$ cat src/inc/dso_pkg.sv
/*
  Package for the distance switch output logic: register map, field layout,
  mode and setting encodings, reset values and timing counts.
  Assumes a 10 MHz ref_clk and millimetre distances from the echo stage.
*/
// Behaviour
// - retroreflective: object nearer than reference window changes the output
// - retroreflective: beyond the window counts as missing echo, output changes
// - switch point 2 ignored in switch-point and retroreflective modes
// - polarity setting picks normally-open or normally-closed output
// - switch points are writable millimetre distances within the adjustment range
// - points given in wrong order are swapped before evaluation
// - settings of an absent output are stored but never drive it
// - retroreflective offset is 1 up to half the adjustment range end
// - offset extends equally toward and away from the sensor around point 1
// - switching hysteresis is not applied in hysteresis mode
// - hysteresis low, medium, high is 1, 2, 5 percent of distance
// - hysteresis is never less than 1 mm
// - switch-on delay 0 to 60000 ms postpones switch-on transition
// - switch-on delay acts open-to-closed for NO, closed-to-open for NC
// - switch-point mode: output changes crossing point 1, either direction
// - window mode: active only while distance between the two points
// - hysteresis mode: set reaching point 1, revert only past point 2
// - switch-off delay 0 to 60000 ms postpones the opposite transition
package dso_pkg;
  localparam int DIST_W = 16;
  localparam int DLY_W = 16;
  localparam int ADDR_W = 4;
  localparam int DATA_W = 32;

  localparam logic [ADDR_W-1:0] REG_MODE = 4'h0;
  localparam logic [ADDR_W-1:0] REG_SP1 = 4'h1;
  localparam logic [ADDR_W-1:0] REG_SP2 = 4'h2;
  localparam logic [ADDR_W-1:0] REG_OFFSET = 4'h3;
  localparam logic [ADDR_W-1:0] REG_ON_DLY = 4'h4;
  localparam logic [ADDR_W-1:0] REG_OFF_DLY = 4'h5;
  localparam logic [ADDR_W-1:0] REG_STATUS = 4'h6;
  localparam logic [ADDR_W-1:0] REG_DIST = 4'h7;

  // fields of REG_MODE
  localparam int F_MODE_LSB = 0;
  localparam int F_NC_BIT = 2;
  localparam int F_HYST_LSB = 3;
  localparam int F_PRESENT_BIT = 5;

  typedef enum logic [1:0] {
    DSO_SWITCH_POINT,
    DSO_WINDOW,
    DSO_HYSTERESIS,
    DSO_RETRO
  } dso_mode_t;

  localparam logic [1:0] HYST_LOW = 2'h0;
  localparam logic [1:0] HYST_MED = 2'h1;
  localparam logic [1:0] HYST_HIGH = 2'h2;
  localparam logic [7:0] HYST_PCT_LOW = 8'h01;
  localparam logic [7:0] HYST_PCT_MED = 8'h02;
  localparam logic [7:0] HYST_PCT_HIGH = 8'h05;
  localparam logic [DIST_W-1:0] HYST_MIN_MM = 16'h0001;

  localparam logic [DIST_W-1:0] ADJ_BEGIN_MM = 16'h001E;
  localparam logic [DIST_W-1:0] ADJ_END_MM = 16'h0FA0;
  localparam logic [DIST_W-1:0] OFFSET_MIN_MM = 16'h0001;
  localparam logic [DIST_W-1:0] OFFSET_MAX_MM = ADJ_END_MM >> 1;
  localparam logic [DLY_W-1:0] DLY_MAX_MS = 16'hEA60;

  localparam logic [DIST_W-1:0] SP1_RST = 16'h01F4;
  localparam logic [DIST_W-1:0] SP2_RST = 16'h03E8;
  localparam logic [DIST_W-1:0] OFFSET_RST = 16'h0032;
  localparam logic [5:0] MODE_RST = 6'h20;

  localparam int CLK_HZ = 10_000_000;
  localparam int TICK_MS = 1;
  localparam int TICK_CYC = CLK_HZ / 1000 * TICK_MS;
  localparam int TICK_W = 14;
endpackage

$ cat src/core/dso_delay_timer.sv
/*
  Persistence timer that lets a level through only after it has held
  for a programmed number of millisecond ticks.
  Assumes ms_tick is a one-cycle pulse in the same clock domain.
*/
`timescale 1ns/1ns
module dso_delay_timer
  import dso_pkg::*;
(
  input wire logic ref_clk,
  input wire logic rst,
  input wire logic ms_tick,
  input wire logic raw_in,
  input wire logic [DLY_W-1:0] on_ms,
  input wire logic [DLY_W-1:0] off_ms,
  output logic out_lvl
);
  logic out_ff;
  logic nxt_out;
  logic [DLY_W-1:0] cnt_ff;
  logic [DLY_W-1:0] nxt_cnt;
  logic [DLY_W-1:0] need;

  always_comb begin
    nxt_out = out_ff;
    nxt_cnt = cnt_ff;
    need = raw_in ? on_ms : off_ms;
    if (raw_in == out_ff) begin
      nxt_cnt = '0;
    end else if (need == '0) begin
      nxt_out = raw_in;
      nxt_cnt = '0;
    end else if (ms_tick) begin
      if (cnt_ff + 16'h0001 >= need) begin
        nxt_out = raw_in;
        nxt_cnt = '0;
      end else begin
        nxt_cnt = cnt_ff + 16'h0001;
      end
    end
  end

  always_ff @(posedge ref_clk or posedge rst) begin
    if (rst) begin
      out_ff <= 1'b0;
      cnt_ff <= '0;
    end else begin
      out_ff <= nxt_out;
      cnt_ff <= nxt_cnt;
    end
  end

  assign out_lvl = out_ff;
endmodule

$ cat src/core/dso_switch_output.sv
/*
  Switching output evaluation: mode logic, hysteresis, polarity, delays
  and the configuration register port.
  Assumes dist_mm with dist_valid from the echo stage, synchronous to ref_clk;
  echo_lost means no echo came back this measurement.
*/
`timescale 1ns/1ns
module dso_switch_output
  import dso_pkg::*;
(
  input wire logic ref_clk,
  input wire logic rst,
  input wire logic [DIST_W-1:0] dist_mm,
  input wire logic dist_valid,
  input wire logic echo_lost,
  input wire logic [ADDR_W-1:0] reg_addr,
  input wire logic [DATA_W-1:0] reg_wdata,
  input wire logic reg_wr,
  input wire logic reg_rd,
  output logic [DATA_W-1:0] reg_rdata,
  output logic switch_out
);
  logic [5:0] mode_reg_ff, nxt_mode_reg;
  logic [DIST_W-1:0] sp1_ff, nxt_sp1, sp2_ff, nxt_sp2, offset_ff, nxt_offset;
  logic [DLY_W-1:0] on_dly_ff, nxt_on_dly, off_dly_ff, nxt_off_dly;
  logic [DATA_W-1:0] rdata_ff, nxt_rdata;
  logic [DIST_W-1:0] dist_ff, nxt_dist;
  logic lost_ff, nxt_lost;
  logic detect_ff, nxt_detect;
  logic [TICK_W-1:0] tick_cnt_ff, nxt_tick_cnt;
  logic ms_tick;
  logic delayed;

  dso_mode_t mode;
  logic nc_pol;
  logic [1:0] hyst_sel;
  logic present;
  logic [DIST_W-1:0] near_pt, far_pt, hyst_mm, win_lo, win_hi;
  logic [DIST_W+7:0] hyst_prod;
  logic [DIST_W:0] win_hi_w;
  logic [DIST_W-1:0] wdata_d;
  logic wdata_hi;
  logic [DIST_W:0] dist_up;

  assign mode = dso_mode_t'(mode_reg_ff[F_MODE_LSB +: 2]);
  assign nc_pol = mode_reg_ff[F_NC_BIT];
  assign hyst_sel = mode_reg_ff[F_HYST_LSB +: 2];
  assign present = mode_reg_ff[F_PRESENT_BIT];
  assign wdata_d = reg_wdata[DIST_W-1:0];
  // any upper bit set means the value is above every limit; never let it wrap
  assign wdata_hi = |reg_wdata[DATA_W-1:DIST_W];

  // register port
  always_comb begin
    nxt_mode_reg = mode_reg_ff;
    nxt_sp1 = sp1_ff;
    nxt_sp2 = sp2_ff;
    nxt_offset = offset_ff;
    nxt_on_dly = on_dly_ff;
    nxt_off_dly = off_dly_ff;
    nxt_rdata = '0;
    if (reg_wr) begin
      case (reg_addr)
        REG_MODE: nxt_mode_reg = reg_wdata[5:0];
        REG_SP1: begin
          // clamp to adjustment range
          if (wdata_hi || wdata_d > ADJ_END_MM) nxt_sp1 = ADJ_END_MM;
          else if (wdata_d < ADJ_BEGIN_MM) nxt_sp1 = ADJ_BEGIN_MM;
          else nxt_sp1 = wdata_d;
        end
        REG_SP2: begin
          if (wdata_hi || wdata_d > ADJ_END_MM) nxt_sp2 = ADJ_END_MM;
          else if (wdata_d < ADJ_BEGIN_MM) nxt_sp2 = ADJ_BEGIN_MM;
          else nxt_sp2 = wdata_d;
        end
        REG_OFFSET: begin
          if (wdata_hi || wdata_d > OFFSET_MAX_MM) nxt_offset = OFFSET_MAX_MM;
          else if (wdata_d < OFFSET_MIN_MM) nxt_offset = OFFSET_MIN_MM;
          else nxt_offset = wdata_d;
        end
        REG_ON_DLY: begin
          nxt_on_dly = (wdata_hi || reg_wdata[DLY_W-1:0] > DLY_MAX_MS) ? DLY_MAX_MS
                       : reg_wdata[DLY_W-1:0];
        end
        REG_OFF_DLY: begin
          nxt_off_dly = (wdata_hi || reg_wdata[DLY_W-1:0] > DLY_MAX_MS) ? DLY_MAX_MS
                        : reg_wdata[DLY_W-1:0];
        end
        default: begin
        end
      endcase
    end
    if (reg_rd) begin
      case (reg_addr)
        REG_MODE: nxt_rdata = {26'h0, mode_reg_ff};
        REG_SP1: nxt_rdata = {16'h0, sp1_ff};
        REG_SP2: nxt_rdata = {16'h0, sp2_ff};
        REG_OFFSET: nxt_rdata = {16'h0, offset_ff};
        REG_ON_DLY: nxt_rdata = {16'h0, on_dly_ff};
        REG_OFF_DLY: nxt_rdata = {16'h0, off_dly_ff};
        REG_STATUS: nxt_rdata = {29'h0, switch_out, delayed, detect_ff};
        REG_DIST: nxt_rdata = {15'h0, lost_ff, dist_ff};
        default: nxt_rdata = '0;
      endcase
    end
  end

  always_ff @(posedge ref_clk or posedge rst) begin
    if (rst) begin
      mode_reg_ff <= MODE_RST;
      sp1_ff <= SP1_RST;
      sp2_ff <= SP2_RST;
      offset_ff <= OFFSET_RST;
      on_dly_ff <= '0;
      off_dly_ff <= '0;
      rdata_ff <= '0;
    end else begin
      mode_reg_ff <= nxt_mode_reg;
      sp1_ff <= nxt_sp1;
      sp2_ff <= nxt_sp2;
      offset_ff <= nxt_offset;
      on_dly_ff <= nxt_on_dly;
      off_dly_ff <= nxt_off_dly;
      rdata_ff <= nxt_rdata;
    end
  end

  assign reg_rdata = rdata_ff;

  // millisecond tick
  always_comb begin
    ms_tick = (tick_cnt_ff == TICK_W'(TICK_CYC - 1));
    nxt_tick_cnt = ms_tick ? '0 : tick_cnt_ff + 14'h0001;
  end

  always_ff @(posedge ref_clk or posedge rst) begin
    if (rst) tick_cnt_ff <= '0;
    else tick_cnt_ff <= nxt_tick_cnt;
  end

  // evaluation geometry
  always_comb begin
    // points swapped so near_pt is always the nearer one
    if (sp1_ff > sp2_ff) begin
      near_pt = sp2_ff;
      far_pt = sp1_ff;
    end else begin
      near_pt = sp1_ff;
      far_pt = sp2_ff;
    end
    case (hyst_sel)
      HYST_LOW: hyst_prod = dist_ff * HYST_PCT_LOW;
      HYST_MED: hyst_prod = dist_ff * HYST_PCT_MED;
      HYST_HIGH: hyst_prod = dist_ff * HYST_PCT_HIGH;
      default: hyst_prod = dist_ff * HYST_PCT_LOW;
    endcase
    hyst_mm = DIST_W'(hyst_prod / 24'd100);
    if (hyst_mm < HYST_MIN_MM) hyst_mm = HYST_MIN_MM;
    // one extra bit so a distance near full scale cannot wrap to a near one
    dist_up = {1'b0, dist_ff} + {1'b0, hyst_mm};
    // symmetric reference window around point 1
    win_lo = (sp1_ff > offset_ff) ? sp1_ff - offset_ff : '0;
    win_hi_w = {1'b0, sp1_ff} + {1'b0, offset_ff};
    win_hi = win_hi_w[DIST_W] ? '1 : win_hi_w[DIST_W-1:0];
  end

  // detection per mode; hysteresis keeps the previous decision inside the band
  always_comb begin
    nxt_dist = dist_ff;
    nxt_lost = lost_ff;
    nxt_detect = detect_ff;
    if (dist_valid) begin
      nxt_dist = dist_mm;
      nxt_lost = echo_lost;
    end
    case (mode)
      DSO_SWITCH_POINT: begin
        // only point 1 used here
        if (lost_ff) nxt_detect = 1'b0;
        else if (dist_up <= {1'b0, sp1_ff}) nxt_detect = 1'b1;
        else if (dist_ff >= sp1_ff + hyst_mm) nxt_detect = 1'b0;
      end
      DSO_WINDOW: begin
        if (lost_ff) nxt_detect = 1'b0;
        else if (dist_up <= {1'b0, near_pt} || dist_ff >= far_pt + hyst_mm)
          nxt_detect = 1'b0;
        else if (dist_ff >= near_pt && dist_ff <= far_pt) nxt_detect = 1'b1;
      end
      DSO_HYSTERESIS: begin
        // the two points are the band; the hysteresis setting is not used
        if (lost_ff) nxt_detect = 1'b0;
        else if (dist_ff <= near_pt) nxt_detect = 1'b1;
        else if (dist_ff > far_pt) nxt_detect = 1'b0;
      end
      DSO_RETRO: begin
        // missing echo and too far are handled like a blocked reflector
        if (lost_ff) nxt_detect = 1'b1;
        else if (dist_ff < win_lo) nxt_detect = 1'b1;
        else if (dist_ff > win_hi) nxt_detect = 1'b1;
        else nxt_detect = 1'b0;
      end
      default: nxt_detect = 1'b0;
    endcase
  end

  always_ff @(posedge ref_clk or posedge rst) begin
    if (rst) begin
      dist_ff <= '0;
      lost_ff <= 1'b1;
      detect_ff <= 1'b0;
    end else begin
      dist_ff <= nxt_dist;
      lost_ff <= nxt_lost;
      detect_ff <= nxt_detect;
    end
  end

  // timer runs on detection; polarity sits after it so on/off follow detection, not output level
  dso_delay_timer u_delay (
    .ref_clk(ref_clk),
    .rst(rst),
    .ms_tick(ms_tick),
    .raw_in(detect_ff),
    .on_ms(on_dly_ff),
    .off_ms(off_dly_ff),
    .out_lvl(delayed)
  );

  // polarity maps the delayed detection; absent output stays inactive (open)
  assign switch_out = present & (delayed ^ nc_pol);
endmodule

$ cat config.mk
export PLATFORM = sky130hd
export DESIGN_NAME = dso_switch_output
export DESIGN_NICKNAME = d
export VERILOG_FILES = /design/src/inc/dso_pkg.sv /design/src/core/dso_delay_timer.sv /design/src/core/dso_switch_output.sv
export SDC_FILE = /design/constraint.sdc
export NUM_CORES = 1
export LEC_CHECK = 0
export BUFFER_PORTS_ARGS = -buffer_cell sky130_fd_sc_hd__buf_2
export CORE_MARGIN = 5
export CORE_UTILIZATION = 61
export CTS_BUF_LIST = sky130_fd_sc_hd__clkbuf_8 sky130_fd_sc_hd__clkbuf_16
export DETAILED_ROUTE_END_ITERATION = 7
export PLACE_DENSITY_LB_ADDON = 0.05
export SETUP_SLACK_MARGIN = 0.02
export SLEW_MARGIN = 20
export SYNTH_ARGS = -nofsm -noshare
export SYNTH_HDL_FRONTEND = slang
export SYNTH_HIERARCHICAL = 1
export SYNTH_SLANG_ARGS = --single-unit
$ cat constraint.sdc
create_clock -name ref_clk -period 23.8 [get_ports ref_clk]
set_input_delay 4.76 -clock ref_clk [delete_from_list [all_inputs] [get_ports ref_clk]]
set_output_delay 4.76 -clock ref_clk [all_outputs]
set_load 0.01 [all_outputs]
======== After elaboration in Yosys (flattened, before gate mapping) ========
Cells that the tools add are included.
Widths: inputs -> output; s select.
word-level totals
  register bits ........................... 167
  input port bits ......................... 58
  output and inout port bits .............. 33
  word-level logic and storage cells ...... 116
operators by class
  muxes and demuxes ....................... 35
  bitwise logic cells ..................... 3
  add/sub/neg operators ................... 7
  order comparisons ....................... 19
  equal/unequal tests ..................... 17
  div/mod/pow operators ................... 1
  $mul .................................... 1
  reductions and logical operators ........ 20
operator list
  operator               number
  $mux 16                15
  $pmux 17 s8            1
  $ge 16x16->1           4
  $gt 16x16->1           4
  $pmux 19 s2            1
  $add 16x16->17         2
  $le 17x16->1           2
  $add 16x16->16         2
  $le 16x16->1           2
  $lt 16x1->1 const B    2
  $div 24x7->24 const B  1
  $mul 16x3->19 const B  1
  $mux 17                1
  $add 16x1->16 const B  1
  $eq 4x3->1 const B     4
  $gt 16x11->1 const B   1
  $gt 16x12->1 const B   1
  $gt 16x16->1 const B   1
  $logic_not 16->1       1
  $lt 16x16->1           1
  $lt 16x5->1 const B    1
  $reduce_or 16->1       1
  $sub 16x16->16         1
  $mux 1                 15
  21 further kinds       37

======== Longest topological paths before layout ========
  depth after elaboration ................. 11
  gate-level depth with buffers ........... 73
  mapped depth without buffers ............ 66

======== Modules after synthesis ========
Netlist, hierarchy kept.
by module, submodules not included
  module             sequential area each (µm²)  cells an instance  area an instance (µm²)  instances
  dso_switch_output  3399.5                      2137               16935.0                 1
  dso_delay_timer    425.4                       215                1840.5                  1

======== Worst setup path before layout ========
Ideal clock, no wire load.
  path kind ............................... flip-flop to flip-flop
  from .................................... register dist_ff[1]
  to ...................................... register detect_ff
  slack ................................... 10.125 ns
  path buffers ............................ 4
  data required time ...................... 23.674 ns
  stages on the path, launching flop included .. 66
  arrival ................................. 13.549 ns
  clock period less this slack ............ 13.675 ns
  library setup time ...................... 0.126 ns
  cell sequence ........................... dfrtp_1 ha_1 ha_1 inv_1 fa_1 nand2b_1 a21oi_1 o21ai_1 o41a_1 nand2_1 clkbuf_1 a311oi_1 nor4_4 o211ai_2 o22ai_2 o21ai_2 a21o_1 and2_1 [... 30 more ...] nand2b_1 a21oi_1 nor2b_1 o21ai_0 nand2b_1 a21oi_1 nor2b_1 o21ai_0 nand2b_1 a21oi_1 nor2b_1 o21ai_0 nand2b_1 a21oi_1 nor2_1 a31o_2 a21o_1 o32a_1
between the ends
  word-level cells in the longest chain between the ends .. 11
  elaborated cells between the ends (all ways) .. 34
  those cells by class .................... add/sub (3); mul (1); div (1); order compare (11); eq/ne (3); mux (12); reduce/logical (3)
ends and longest elaborated chain
  item                                              line                                                source
  from (decl)                                       dso_switch_output.sv:27                             logic [DIST_W-1:0] dist_ff, nxt_dist;
  from (signal assigned)                            dso_switch_output.sv:212                            dist_ff <= nxt_dist;
  $mul 16x3->19                                     dso_switch_output.sv:154                            HYST_HIGH: hyst_prod = dist_ff * HYST_PCT_HIGH;
  $pmux 19 s2                                       dso_switch_output.sv:151                            case (hyst_sel)
  $div 24x7->24                                     dso_switch_output.sv:157                            hyst_mm = DIST_W'(hyst_prod / 24'd100);
  $lt 16x1->1                                       dso_switch_output.sv:158                            if (hyst_mm < HYST_MIN_MM) hyst_mm = HYST_MIN_MM;
  $mux 16                                           dso_switch_output.sv:158
  $add 16x16->17 or $add 16x16->16 (tied branches)  dso_switch_output.sv:160, dso_switch_output.sv:185
  $le 17x16->1 or $ge 16x16->1 (tied branches)      dso_switch_output.sv:185                            else if (dist_up <= {1'b0, near_pt} || dist_ff >= far_pt + hyst_mm)
  $logic_or 1x1->1                                  dso_switch_output.sv:185
  $mux 1                                            dso_switch_output.sv:185
  $mux 1                                            dso_switch_output.sv:184                            if (lost_ff) nxt_detect = 1'b0;
  $pmux 1 s4                                        dso_switch_output.sv:176                            case (mode)
  to (signal assigned)                              dso_switch_output.sv:214                            detect_ff <= nxt_detect;
  to (decl)                                         dso_switch_output.sv:29                             logic detect_ff, nxt_detect;
Several ways; a longest one is shown, not always the timed one.
A chain may end at the register's enable or synchronous reset.

======== Final worst setup path ========
  from .................................... register dist_ff[3]
  to ...................................... register detect_ff
The elaborated chain is that of the path after synthesis.

==> results.md <==
- Clk_skew: 10.62 ps
- CTS H-tree depth: 4
- Setup bufs post-CTS: 0
- Clk root buf: clkbuf_16
- Grt total ovfl: 0
- Layout area overhead: 6.264%
- Placed inst area: 19,300 um^2
- Post-synth EDFFs: 0
- Worst endpoint required time: 24,130 ps
- Largest net degree at the start of global routing: 69
- Ant. Diodes: 0
- Status: complete, no violations
- Num CTS Buffers: 17
- Setup violators final: 0
- Max-cap violations: 0
- Final ANT Viol Nets: 0
- CP endpoint: detect_ff$_DFFE_PP0P_
- TritonCTS clock tree: yes
- WL per Instance: 21.47 um
- Vias: 18,429
- Fillcell total: 2,656
- Routability cong.: 0.9416
- Tot GR Track Use: 34.45%
- Synth warnings: 6
- CP Launch Type: register
- Syn Area/Cell: 7.983 um^2
- Nets: 2,673
- Post-Syn Instances: 2,352
- Critical path class: reg -> reg
- Critical Path AT: 17,670 ps
- CP dominant cell by count: a21oi_1
- Max Root-Sink Buffers: 2
- Post-Syn Area: 18,780 um^2
- Count of state elements after synthesis: 152
- Post-Route WL: 59.50 mm
- Final worst path period need: 17,340 ps
- Max-slew headroom: 30.18%
- Crit end category: register
- Vias in the first global route: 17,368
- PortBufs: 75
- Hold Buf Count CTS: 0
- Fmax: 57.68 MHz
- HPWL after DPL: 46.00 mm
- DR pass1 iterations: 6
- Post-cts sizing count: 0
- Layout cells sized above 1: 10.02%
- Clk Latency, worst-skew pair: 440 ps
- RSZ-0062 raised after global routing: no
- Async SR Flop Fraction: 100.0%
- Worst R2R Start: dist_ff[3]$_DFFE_PP0P_
- Final instance area: 19,950 um^2
- Die Wd: 185.4 um
- Measured slew at the worst slew-check pin: 1045 ps
- Antenna violations before repair: 0
- Row cnt: 64
- Die ar.: 34,390 um^2
- Worst hold-check path type: reg -> reg
- Library cells used by synthesis: 116
- CORE AREA: 30,510 um^2
- Clock-pin slew on the worst setup and hold paths: 70 ps
- DRC: 0
- Crit path launch: dist_ff[3]$_DFFE_PP0P_
- Initial Utilization: 61.54%
- Num ports: 91
- RR Endpoint: detect_ff$_DFFE_PP0P_
- Clock sink total: 152
- Reg2reg setup slack: 6460 ps
- Drt initial violations: 1,932
- Sequential-to-total area share from yosys stat: 20.37%
- Tcrit/Tclk final: 72.84%
- Register-to-Register Path Depth: 59
- First-pass GRT wire length: 95.10 mm
- Fin. max-slew vios: 0
- Crit path largest cell delay: 830 ps
- Final count of hold timing violations: 0
- Post-synth top flop: dfrtp_1
- Crit-path slowest cell: o211ai_1
- Register area: 3825 um^2
- Setup TNS: 0 ps
- Crit path max fanout: 18
- Die Span Y: 185.4 um
- Multi-input gate area: 14,080 um^2
- Vias per cell: 6.651
-- routing by layer --
metal	up-vias	part of all wire, %	GRT usage (%)
met1	8768	46	51.50
met3	101	8.6	5.106
li1	8669	-	-
met2	891	43	52.40
met4	0	2.2	8.338
met5	-	0	0
-- worst max-delay path: cells and delay by family (launching register included) --
| kind | cells | cell delay [ps] |
|---|---|---|
| mux | 2 | 650 |
| xor+xnor | 3 | 760 |
| buf+inv | 1 | 50 |
| simple gates | 13 | 2040 |
| fa+ha+maj | 5 | 1590 |
| flops | 1 | 680 |
| compound gates | 35 | 11450 |
-- cell usage in the layout, fill, tap and decap left out, types with 19 or more instances in the layout --
cell / n
a21o_1: 48
nand3_1: 49
mux2_2: 22
buf_4: 19
xnor2_1: 73
a31oi_1: 37
nor4_1: 35
nand4_1: 63
mux2i_1: 51
a22oi_1: 42
and3_1: 24
o211ai_1: 22
o21ai_0: 173
and2_1: 20
a21oi_1: 165
inv_1: 99
dfrtp_1: 135
nor2b_1: 45
nand2b_1: 61
ha_1: 247
xor2_1: 53
buf_2: 75
nand2_1: 219
nor3_1: 35
nor2_1: 194
-- sequential cells by signal, indices dropped and copies added (netlist names), 16 cells and up --
| register | cells |
|---|---|
| u_delay/cnt_ff | 16 |
| off_dly_ff | 16 |
| dist_ff | 16 |
| offset_ff | 16 |
| on_dly_ff | 16 |
| reg_rdata | 17 |
| sp2_ff | 16 |
| sp1_ff | 16 |
-- synthesized netlist by cell type (53+ instances only) --
cell / instances / area share [%]
nor2_1: 194 / 3.9
nand2_1: 219 / 4.4
nand2b_1: 61 / 2.0
o21ai_0: 173 / 4.6
dfrtp_1: 135 / 18
nand4_1: 63 / 2.1
xnor2_1: 73 / 3.4
inv_1: 99 / 2.0
ha_1: 247 / 16
xor2_1: 53 / 2.5
clkbuf_1: 70 / 1.4
a21oi_1: 166 / 4.4
-- kinds of logic (layout without fill, tap and decap cells) --
kind of cell / count (synthesis) / after routing / synth area share [%]
xor+xnor: 127 / 127 / 5.964
fa+ha+maj: 265 / 265 / 17.77
buf+inv: 218 / 227 / 5.098
mux: 74 / 74 / 4.118
simple gates: 816 / 816 / 21.62
compound gates: 699 / 699 / 25.04
other cells: 1 / 15 / 0.01997
flops: 152 / 152 / 20.37
-- layout make-up --
cell class	count	area share, %
Tap cell	396	2.483
Clock inverter	13	0.9595
Multi-Input combinational cell	1996	70.56
Sequential cell	152	19.17
Timing Repair Buffer	95	2.653
Clock buffer	19	2.270
Inverter	100	1.906
-- worst min-delay path by stage --
stage                                        start                       end  slack [ps]  cells past startpoint
after floorplan           tick_cnt_ff[0]$_DFF_PP0_  tick_cnt_ff[0]$_DFF_PP0_         450                      1
after global placement    tick_cnt_ff[0]$_DFF_PP0_  tick_cnt_ff[0]$_DFF_PP0_         470                      1
after detailed placement  tick_cnt_ff[0]$_DFF_PP0_  tick_cnt_ff[0]$_DFF_PP0_         480                      1
after CTS                 tick_cnt_ff[0]$_DFF_PP0_  tick_cnt_ff[0]$_DFF_PP0_         490                      1
after global routing      tick_cnt_ff[0]$_DFF_PP0_  tick_cnt_ff[0]$_DFF_PP0_         510                      1
final                     tick_cnt_ff[0]$_DFF_PP0_  tick_cnt_ff[0]$_DFF_PP0_         480                      1
-- stage by stage --
step                      util (%)  setup WS (ps)  hold slack [ps]  cells
after floorplan                  -          10130            454.7   2366
after global placement       63.25           7192            468.6   2738
after detailed placement     63.25           6764            478.2   2738
after CTS                    65.36           6716            487.1   2770
after global routing         65.40           4966            513.6   2771
final                        65.40           6464            483.8   2771
Power is left out: the tool's default activity adds up to more than one toggle a clock period on the data nets, which glitch-free logic cannot reach.
